<file path="src/core/cc_map_map.svh">
/*
 Register byte offsets and reset values of the capture/compare unit.
 Assumes decoding on haddr[7:0] of word-aligned AHB-Lite transfers.
*/
`ifndef CC_MAP_MAP_SVH
`define CC_MAP_MAP_SVH
`define CC_TCTL_A 8'h00
`define CC_TCTL_B 8'h04
`define CC_CNT_A 8'h08
`define CC_RLD_A 8'h0c
`define CC_CNT_B 8'h10
`define CC_RLD_B 8'h14
`define CC_STAT 8'h18
`define CC_MASK 8'h1c
`define CC_CFG 8'h20
`define CC_VAL_REGION 2'h1
`define CC_CTL_REGION 2'h2
`define CC_STAGGER_PHASE 3'h7
`define CC_WORD_RST 32'h0000_0000
`endif

</file>
<file path="src/core/cc_pkg.sv">
/*
 Types shared by the capture/compare unit: channel and timer controls.
 Assumes nothing beyond a SystemVerilog compiler.
*/
package cc_pkg;
    typedef enum logic [1:0] {
        FN_OFF = 2'h0, FN_CAPTURE = 2'h1, FN_COMPARE = 2'h2
    } func_e;
    typedef enum logic [1:0] {
        CM_IRQ_MULTI = 2'h0, CM_TOGGLE = 2'h1,
        CM_IRQ_ONCE = 2'h2, CM_SET_CLEAR = 2'h3
    } cmp_mode_e;
    typedef enum logic [1:0] {
        SRC_PRESCALE = 2'h0, SRC_NEIGHBOUR = 2'h1, SRC_EXTERNAL = 2'h2
    } src_e;
    // Channel control word, low byte of its register
    typedef struct packed {
        logic single;
        logic dbl;
        logic cap_fall;
        cmp_mode_e mode;
        func_e func;
        logic tsel;
    } ch_ctl_s;
    // Timer control word, low bits of its register
    typedef struct packed {
        logic run;
        src_e src;
        logic [2:0] div;
    } tmr_ctl_s;
endpackage : cc_pkg

</file>
<file path="src/core/capture_compare_unit.sv">
/*
 Sixteen-channel capture/compare unit with two reloadable time bases,
 an AHB-Lite register slave and one level interrupt.
 Assumes all inputs synchronous to hclk and a single-slave AHB-Lite bus.
*/
// What this block does
// - Sixteen independent capture/compare channels for timing sequences.
// - One-cycle resolution; staggered mode coarsens it to eight cycles.
// - Two 16-bit timers with reload registers serve as time bases.
// - Timer count clock selectable from prescaled system clock divisions.
// - Timers may advance on each neighbour timer overflow or underflow.
// - First time base can count an external input's rising edges.
// - Each of 16 registers picks a timer and compare use; only the twelve with a pin can capture.
// - Twelve channels own a pin: capture trigger or compare output.
// - Compare mode 0 only interrupts, repeatedly, pin untouched.
// - Compare mode 1 toggles the pin on every match.
// - Compare mode 2 interrupts at most once per timer period.
// - Mode 3 sets pin on match, clears it on timer overflow.
// - Double-register mode lets two registers toggle one shared pin.
// - Single-event option limits any compare mode to one event.
`timescale 1ns/1ps
`include "cc_map_map.svh"
module capture_compare_unit
    import cc_pkg::*;
#(
    parameter int NCH = 16,
    parameter int NPIN = 12,
    parameter int TW = 16
) (
    // Clock and reset
    input wire logic hclk,
    input wire logic hresetn,
    // AHB-Lite slave
    input wire logic hsel,
    input wire logic [31:0] haddr,
    input wire logic [1:0] htrans,
    input wire logic hwrite,
    input wire logic [2:0] hsize,
    input wire logic [31:0] hwdata,
    input wire logic hready,
    output logic [31:0] hrdata,
    output logic hreadyout,
    output logic hresp,
    // Count sources
    input wire logic neighbour_evt,
    input wire logic ext_count_in,
    // Channel pins
    input wire logic [NPIN-1:0] cap_pin_in,
    output logic [NPIN-1:0] cmp_pin_out,
    output logic [NPIN-1:0] cmp_pin_oe,
    // Interrupt
    output logic irq
);

    localparam int HALF = NCH / 2;
    localparam logic [TW-1:0] TMAX = '1;

    function automatic logic presc_hit(logic [7:0] c, logic [2:0] d);
        logic [7:0] m;
        m = ~(8'hff << d);
        return (c & m) == m;
    endfunction : presc_hit

    // Bus slave: zero wait states, writes land at the end of data phase
    logic bus_take;
    logic wr_q;
    logic [7:0] wa_q;
    logic [31:0] rd_d;
    logic [31:0] hrdata_q;
    assign bus_take = hsel && htrans[1] && hready;

    function automatic logic wr_at(logic w, logic [7:0] a, logic [7:0] r);
        return w && (a == r);
    endfunction : wr_at

    always_ff @(posedge hclk or negedge hresetn) begin
        if (!hresetn) begin
            wr_q <= 1'b0;
            wa_q <= 8'h00;
        end else begin
            wr_q <= bus_take && hwrite;
            wa_q <= haddr[7:0];
        end
    end

    // Timers and count sources
    tmr_ctl_s tctl_q [2];
    logic [TW-1:0] cnt_q [2];
    logic [TW-1:0] rld_q [2];
    logic stagger_q;
    logic [7:0] presc_q;
    logic ext_prev_q;
    logic [1:0] tick;
    logic [1:0] tick_q;
    logic [1:0] ovf_q;

    always_ff @(posedge hclk or negedge hresetn) begin
        if (!hresetn) begin
            presc_q <= 8'h00;
            ext_prev_q <= 1'b0;
        end else begin
            presc_q <= presc_q + 8'h01;
            ext_prev_q <= ext_count_in;
        end
    end

    always_comb begin
        for (int t = 0; t < 2; t++) begin
            case (tctl_q[t].src)
                SRC_PRESCALE: tick[t] = presc_hit(presc_q, tctl_q[t].div)
                    && (!stagger_q
                        || presc_q[2:0] == `CC_STAGGER_PHASE);
                SRC_NEIGHBOUR: tick[t] = neighbour_evt;
                SRC_EXTERNAL: tick[t] = (t == 0)
                    && ext_count_in && !ext_prev_q;
                default: tick[t] = 1'b0;
            endcase
            tick[t] = tick[t] && tctl_q[t].run;
        end
    end

    always_ff @(posedge hclk or negedge hresetn) begin
        if (!hresetn) begin
            tctl_q[0] <= '0;
            tctl_q[1] <= '0;
            rld_q[0] <= '0;
            rld_q[1] <= '0;
            stagger_q <= 1'b0;
        end else begin
            if (wr_at(wr_q, wa_q, `CC_TCTL_A))
                tctl_q[0] <= hwdata[$bits(tmr_ctl_s)-1:0];
            if (wr_at(wr_q, wa_q, `CC_TCTL_B))
                tctl_q[1] <= hwdata[$bits(tmr_ctl_s)-1:0];
            if (wr_at(wr_q, wa_q, `CC_RLD_A))
                rld_q[0] <= hwdata[TW-1:0];
            if (wr_at(wr_q, wa_q, `CC_RLD_B))
                rld_q[1] <= hwdata[TW-1:0];
            if (wr_at(wr_q, wa_q, `CC_CFG))
                stagger_q <= hwdata[0];
        end
    end

    // A software load of the count beats a tick in the same cycle
    always_ff @(posedge hclk or negedge hresetn) begin
        if (!hresetn) begin
            cnt_q[0] <= '0;
            cnt_q[1] <= '0;
            tick_q <= 2'h0;
            ovf_q <= 2'h0;
        end else begin
            for (int t = 0; t < 2; t++) begin
                tick_q[t] <= tick[t];
                ovf_q[t] <= tick[t] && cnt_q[t] == TMAX;
                if (wr_at(wr_q, wa_q, t == 0 ? `CC_CNT_A : `CC_CNT_B))
                    cnt_q[t] <= hwdata[TW-1:0];
                else if (tick[t] && cnt_q[t] == TMAX)
                    cnt_q[t] <= rld_q[t];
                else if (tick[t])
                    cnt_q[t] <= cnt_q[t] + 1'b1;
            end
        end
    end

    // Channel array
    ch_ctl_s ctl_q [NCH];
    logic [TW-1:0] val_q [NCH];
    logic [NCH-1:0] done_q;
    logic [NCH-1:0] spent_q;
    logic [NCH-1:0] stat_q;
    logic [NCH-1:0] mask_q;
    logic [NCH-1:0] cap_in;
    logic [NCH-1:0] cap_prev_q;
    logic [NCH-1:0] cmp_ev;
    logic [NCH-1:0] cap_ev;
    logic [NCH-1:0] ev;
    logic [NCH-1:0] cmp_hi;
    logic [NPIN-1:0] pin_q;
    logic [NPIN-1:0] pin_d;
    logic [NPIN-1:0] oe_q;
    logic irq_q;

    assign cap_in = NCH'(cap_pin_in);
    assign ev = cmp_ev | cap_ev;
    assign cmp_hi = cmp_ev >> HALF;

    always_comb begin
        for (int k = 0; k < NCH; k++) begin
            logic hit;
            logic once;
            logic edge_seen;
            hit = tick_q[ctl_q[k].tsel]
                && cnt_q[ctl_q[k].tsel] == val_q[k];
            once = ctl_q[k].mode == CM_IRQ_ONCE
                || ctl_q[k].mode == CM_SET_CLEAR;
            cmp_ev[k] = ctl_q[k].func == FN_COMPARE && hit
                && !(once && done_q[k])
                && !(ctl_q[k].single && spent_q[k]);
            edge_seen = ctl_q[k].cap_fall ? cap_prev_q[k] && !cap_in[k]
                : !cap_prev_q[k] && cap_in[k];
            cap_ev[k] = (k < NPIN) && ctl_q[k].func == FN_CAPTURE
                && edge_seen;
        end
    end

    // Once-per-period lock: a match in the overflow cycle wins
    always_ff @(posedge hclk or negedge hresetn) begin
        if (!hresetn) begin
            done_q <= '0;
            spent_q <= '0;
            cap_prev_q <= '0;
        end else begin
            cap_prev_q <= cap_in;
            for (int k = 0; k < NCH; k++) begin
                if (cmp_ev[k])
                    done_q[k] <= 1'b1;
                else if (ovf_q[ctl_q[k].tsel])
                    done_q[k] <= 1'b0;
                if (ev[k] && ctl_q[k].single)
                    spent_q[k] <= 1'b1;
                else if (wr_q && wa_q[7:6] == `CC_CTL_REGION
                         && wa_q[5:2] == 4'(k))
                    spent_q[k] <= 1'b0;
            end
        end
    end

    // A capture beats a software write to the same register
    always_ff @(posedge hclk or negedge hresetn) begin
        if (!hresetn) begin
            for (int k = 0; k < NCH; k++) begin
                ctl_q[k] <= '0;
                val_q[k] <= '0;
            end
        end else begin
            for (int k = 0; k < NCH; k++) begin
                if (wr_q && wa_q[7:6] == `CC_CTL_REGION
                    && wa_q[5:2] == 4'(k))
                    ctl_q[k] <= hwdata[$bits(ch_ctl_s)-1:0];
                if (cap_ev[k])
                    val_q[k] <= cnt_q[ctl_q[k].tsel];
                else if (wr_q && wa_q[7:6] == `CC_VAL_REGION
                         && wa_q[5:2] == 4'(k))
                    val_q[k] <= hwdata[TW-1:0];
            end
        end
    end

    // Sticky status: a new event wins over a write-one-to-clear
    always_ff @(posedge hclk or negedge hresetn) begin
        if (!hresetn) begin
            stat_q <= '0;
            mask_q <= '0;
            irq_q <= 1'b0;
        end else begin
            if (wr_at(wr_q, wa_q, `CC_STAT))
                stat_q <= (stat_q & ~hwdata[NCH-1:0]) | ev;
            else
                stat_q <= stat_q | ev;
            if (wr_at(wr_q, wa_q, `CC_MASK))
                mask_q <= hwdata[NCH-1:0];
            irq_q <= |(stat_q & mask_q);
        end
    end

    // Pins: modes 0 and 2 never touch the pin level unless dbl is set
    always_comb begin
        for (int p = 0; p < NPIN; p++) begin
            logic tog;
            tog = (ctl_q[p].mode == CM_TOGGLE || ctl_q[p].dbl)
                && cmp_ev[p];
            if (p < HALF && ctl_q[p].dbl && cmp_hi[p])
                tog = 1'b1;
            pin_d[p] = pin_q[p] ^ tog;
            if (ctl_q[p].func == FN_COMPARE && !ctl_q[p].dbl
                && ctl_q[p].mode == CM_SET_CLEAR) begin
                if (cmp_ev[p])
                    pin_d[p] = 1'b1;
                else if (ovf_q[ctl_q[p].tsel])
                    pin_d[p] = 1'b0;
            end
        end
    end

    always_ff @(posedge hclk or negedge hresetn) begin
        if (!hresetn) begin
            pin_q <= '0;
            oe_q <= '0;
        end else begin
            pin_q <= pin_d;
            for (int p = 0; p < NPIN; p++)
                oe_q[p] <= ctl_q[p].func == FN_COMPARE;
        end
    end

    // Read mux, sampled in the address phase
    always_comb begin
        rd_d = `CC_WORD_RST;
        case (haddr[7:0])
            `CC_TCTL_A: rd_d = 32'(tctl_q[0]);
            `CC_TCTL_B: rd_d = 32'(tctl_q[1]);
            `CC_CNT_A: rd_d = 32'(cnt_q[0]);
            `CC_RLD_A: rd_d = 32'(rld_q[0]);
            `CC_CNT_B: rd_d = 32'(cnt_q[1]);
            `CC_RLD_B: rd_d = 32'(rld_q[1]);
            `CC_STAT: rd_d = 32'(stat_q);
            `CC_MASK: rd_d = 32'(mask_q);
            `CC_CFG: rd_d = 32'(stagger_q);
            default: begin
                if (haddr[7:6] == `CC_VAL_REGION)
                    rd_d = 32'(val_q[haddr[5:2]]);
                else if (haddr[7:6] == `CC_CTL_REGION)
                    rd_d = 32'(ctl_q[haddr[5:2]]);
            end
        endcase
    end

    always_ff @(posedge hclk or negedge hresetn) begin
        if (!hresetn)
            hrdata_q <= `CC_WORD_RST;
        else if (bus_take && !hwrite)
            hrdata_q <= rd_d;
    end

    assign hrdata = hrdata_q;
    assign hreadyout = 1'b1;
    assign hresp = 1'b0;
    assign cmp_pin_out = pin_q;
    assign cmp_pin_oe = oe_q;
    assign irq = irq_q;
endmodule : capture_compare_unit

</file>
<file path="config.mk">
export PLATFORM = sky130hd
export DESIGN_NAME = capture_compare_unit
export DESIGN_NICKNAME = d
export VERILOG_FILES = /design/src/core/cc_pkg.sv /design/src/core/capture_compare_unit.sv
export VERILOG_INCLUDE_DIRS = /design/src /design/src/core
export SDC_FILE = /design/constraint.sdc
export NUM_CORES = 2
export LEC_CHECK = 0
export BUFFER_PORTS_ARGS = -buffer_cell sky130_fd_sc_hd__buf_4
export CAP_MARGIN = 25
export CORE_ASPECT_RATIO = 1.1
export CORE_UTILIZATION = 55
export DETAILED_ROUTE_END_ITERATION = 8
export PLACE_DENSITY = 0.72
export SKIP_CTS_REPAIR_TIMING = 1
export SLEW_MARGIN = 15
export SYNTH_ARGS = -nofsm -noshare
export SYNTH_HDL_FRONTEND = slang
export SYNTH_SLANG_ARGS = --single-unit
</file>
<file path="constraint.sdc">
create_clock -name hclk -period 4.8 [get_ports hclk]
set_input_delay 0.24 -clock hclk [delete_from_list [all_inputs] [get_ports hclk]]
set_output_delay 0.24 -clock hclk [all_outputs]
set_load 0.1 [all_outputs]
</file>
==> metrics.yaml <==
detailed_routing:
  wire_per_inst_um: 31.1
  ant_nets: 0
  routed_wl_um: 133000
  dr.first_iter.drc_count: 3939
  num_vias: 29692
  viasPerCell: 6.93
  drtPass1Iterations: 8
  drc_errors: 10
finish:
  fillCellCount: 5193
  drive_above_1_share_pct: 25.9
  final_cells: 4283
  nets: 3478
  syn2layout_area_growth_pct: 10.9
  stdcell_area_um2: 40400
timing:
  drv_slew: 0
  finalSetupViolCount: 0
  worst_pin_slew_ps: 1170
  fmax_ghz: 0.247
  worst_clock_skew_ps: 16.9
  fin_tns_setup_ps: 0
  hold_ws_ps: 20.7
  rsz0062_at_grt: "no"
  period_minus_slack_ps: 4050
  finalHoldViolCount: 0
  maxSlewHeadroom_pct: 22.1
  period_share_pct: 84.4
clock_tree:
  cts_root_buf: "clkbuf_16"
  clkTransAtPathRegs_ps: 60
  cts_tree: "built"
  cts_buffer_depth: 3
  clk_latency_ps: 620
  htree_levels: 3
  cts_buffers: 66
  clkSinkCount: 599
setup_path:
  cp-start-kind: "register"
  critPathCaptureType: "register"
  cp_max_fo: 11
  r2r_cells: 7
  worstPathRequired_ps: 5350
  worstPathArrival_ps: 4610
  reg2reg_from: "ctl_q[96]$_DFFE_PN0P_"
  r2r_end: "spent_q[3]$_DFFE_PN0P_"
  reg2reg_slack_ps: 750
  critPathKind: "reg2reg"
synth:
  synthCells: 3370
  syn_area_um2: 36400
  synth.avg_cell_area_um2: 10.8
  synth_edf_count: 0
  netlist-cell-type-count: 87
  synthFlopType: "dfrtp_1"
  synthArstFlopShare_pct: 100
  synth_top_area_cell: "dfrtp_1"
  synth.yosys.warnings: 0
  yosysTopAreaCellShare_pct: 41.2
  ys_seq_area_share_pct: 41.2
  synthTopCellsByArea: "dfrtp_1, mux2_2, mux2i_1"
  synth-seq-cells: 599
status:
  status: "finished with violations"
  violations: "design-rule violations"
power:
  power_density_nw_per_um2: 330
  p_sw_w: 0.00396
  p_total_w: 0.0133
  swShare_pct: 29.7
  pwr-share-seq_pct: 42.2
  clock_power_share_pct: 41.0
  combPwrFrac_pct: 16.7
  p_leak_nw: 17.5
  ir_drop_mv: 0.293
  p_int_w: 0.00936
place:
  place.gp.congestion: 1.00
  dpl.cell_count: 4141
  port_buffers: 84
  dp_hpwl_um: 92400
  placed_cell_area_um2: 37800
global_route:
  grt_use_met1_pct: 53.4
  grtUsageMet2_pct: 57.1
  grt-ovfl-total: 0
  grt_antenna_before_repair: 3
  grt_first_pass_wirelength_um: 196000
  grt_pass1_vias: 29134
  met3_usage_pct: 10.1
  grt_max_degree: 145
  top_usage_layer: "met2"
  track_usage_pct: 40.0
floorplanning:
  die_y_um: 272
  die_area_um2: 67200
  start_util_pct: 55.8
  coreArea_um2: 65200
  io-pin-count: 147
  fp.dieW_um: 247
  rows: 98
min_path:
  hold_class: "in2reg"
  holdPathEnd: "wa_q[4]$_DFF_PN0_"
  hold_start: "haddr[4]"
  worstHoldPathCells: 1
run:
  cap_violations: 0
[final cells by class]
| type | count | area, um2 | area share, % |
|---|---|---|---|
| timing repair buffer | 223 | 1860 | 4.62 |
| clock inverter | 17 | 298 | 0.738 |
| multi-input combinational | 2445 | 20000 | 49.4 |
| inverter | 51 | 191 | 0.474 |
| tap | 850 | 1060 | 2.64 |
| clock buffer | 97 | 2000 | 4.96 |
| antenna | 1 | 2.50 | 0.00620 |
| sequential | 599 | 15000 | 37.1 |
[worst max-delay path by stage]
stage / from / endpoint / slack, ps
floorplan: wa_q[7]$_DFF_PN0_ / rld_q[10]$_DFFE_PN0P_ / 2590
global placement: ctl_q[96]$_DFFE_PN0P_ / spent_q[3]$_DFFE_PN0P_ / 1150
detailed placement: ctl_q[96]$_DFFE_PN0P_ / spent_q[3]$_DFFE_PN0P_ / 1150
CTS: ctl_q[96]$_DFFE_PN0P_ / spent_q[3]$_DFFE_PN0P_ / 1120
global route: ctl_q[96]$_DFFE_PN0P_ / spent_q[3]$_DFFE_PN0P_ / 940
finish: ctl_q[96]$_DFFE_PN0P_ / spent_q[3]$_DFFE_PN0P_ / 750
[worst max-delay path, stage by stage (launching register included)]
cell,delay (ps)
dfrtp_1,1010
mux2i_1,770
xnor2_1,180
nor4_1,760
o2111ai_1,360
or2_1,340
nand2_1,330
a22o_1,220
[cell usage after synthesis (23+ instances only)]
master and n:
nor2b_1 33, inv_1 50, mux4_2 110, o21ai_0 261
nand2_1 376, a22o_1 35, xnor2_1 244, a21oi_1 49
nand3_1 52, a221oi_1 26, a22oi_1 33, buf_4 28
mux2_2 431, nor3_1 50, clkbuf_1 148, nor4_1 48
a31oi_1 23, buf_2 94, dfrtp_1 599, mux2i_1 282
nor2_1 97
[cells by family after synthesis]
kind of cell | share of synthesized area, %
DFF | 41.2
adders and majority gates | 0.138
xor gates and xnor gates | 6.33
other | 0.0206
and+or+nand+nor | 10.4
AOI/OAI and AO/OA | 9.57
muxes | 28.2
buffers and inverters | 4.20
[through the flow]
step	setup WS [ps]	utilization, %
6_report	747	61.9
3_5_place_dp	1150	57.9
3_3_place_gp	1150	57.7
2_1_floorplan	2590	-
4_1_cts	1120	61.4
5_1_grt	935	61.9
[registers in the layout (all words and copies together), names as in the netlist, 2 cells and up]
name,count
tick_q,2
mask_q,16
wa_q,8
cmp_pin_out,12
spent_q,16
cnt_q,32
done_q,16
val_q,256
ctl_q,128
ovf_q,2
cmp_pin_oe,12
presc_q,7
stat_q,16
rld_q,32
tctl_q,12
hrdata,16
cap_prev_q,12
[power by group through the flow]
stage	sequential, W	clock, W	combinational (W)
2_1_floorplan	0.00585	0	0.00117
3_3_place_gp	0.00569	0	0.00209
3_5_place_dp	0.00570	0	0.00214
4_1_cts	0.00561	0.00549	0.00215
5_1_grt	0.00565	0.00570	0.00232
6_report	0.00563	0.00547	0.00223
[routing by layer]
layer	routed length, um	part of all wire (%)
met1	50000	37
met2	57100	43
met3	15700	12
met4	10600	8.0
met5	32	0.024
[layout by cell type, fill, tap and decap left out, types with 21 or more instances in the layout]
master / instances
dfrtp_1: 599
a31oi_1: 23
a22o_1: 35
nand2_1: 376
a22oi_1: 33
nor2_1: 97
inv_1: 50
nor3_1: 49
a21oi_1: 49
mux2i_1: 282
o21ai_0: 261
nor2b_1: 33
mux4_2: 110
mux2_2: 431
dlygate4sd3_1: 21
clkbuf_16: 69
a221oi_1: 26
nand3_1: 52
nor4_1: 48
xnor2_1: 244
nand4_1: 21
buf_4: 183
No activity file was read; power rests on OpenSTA's default activity.
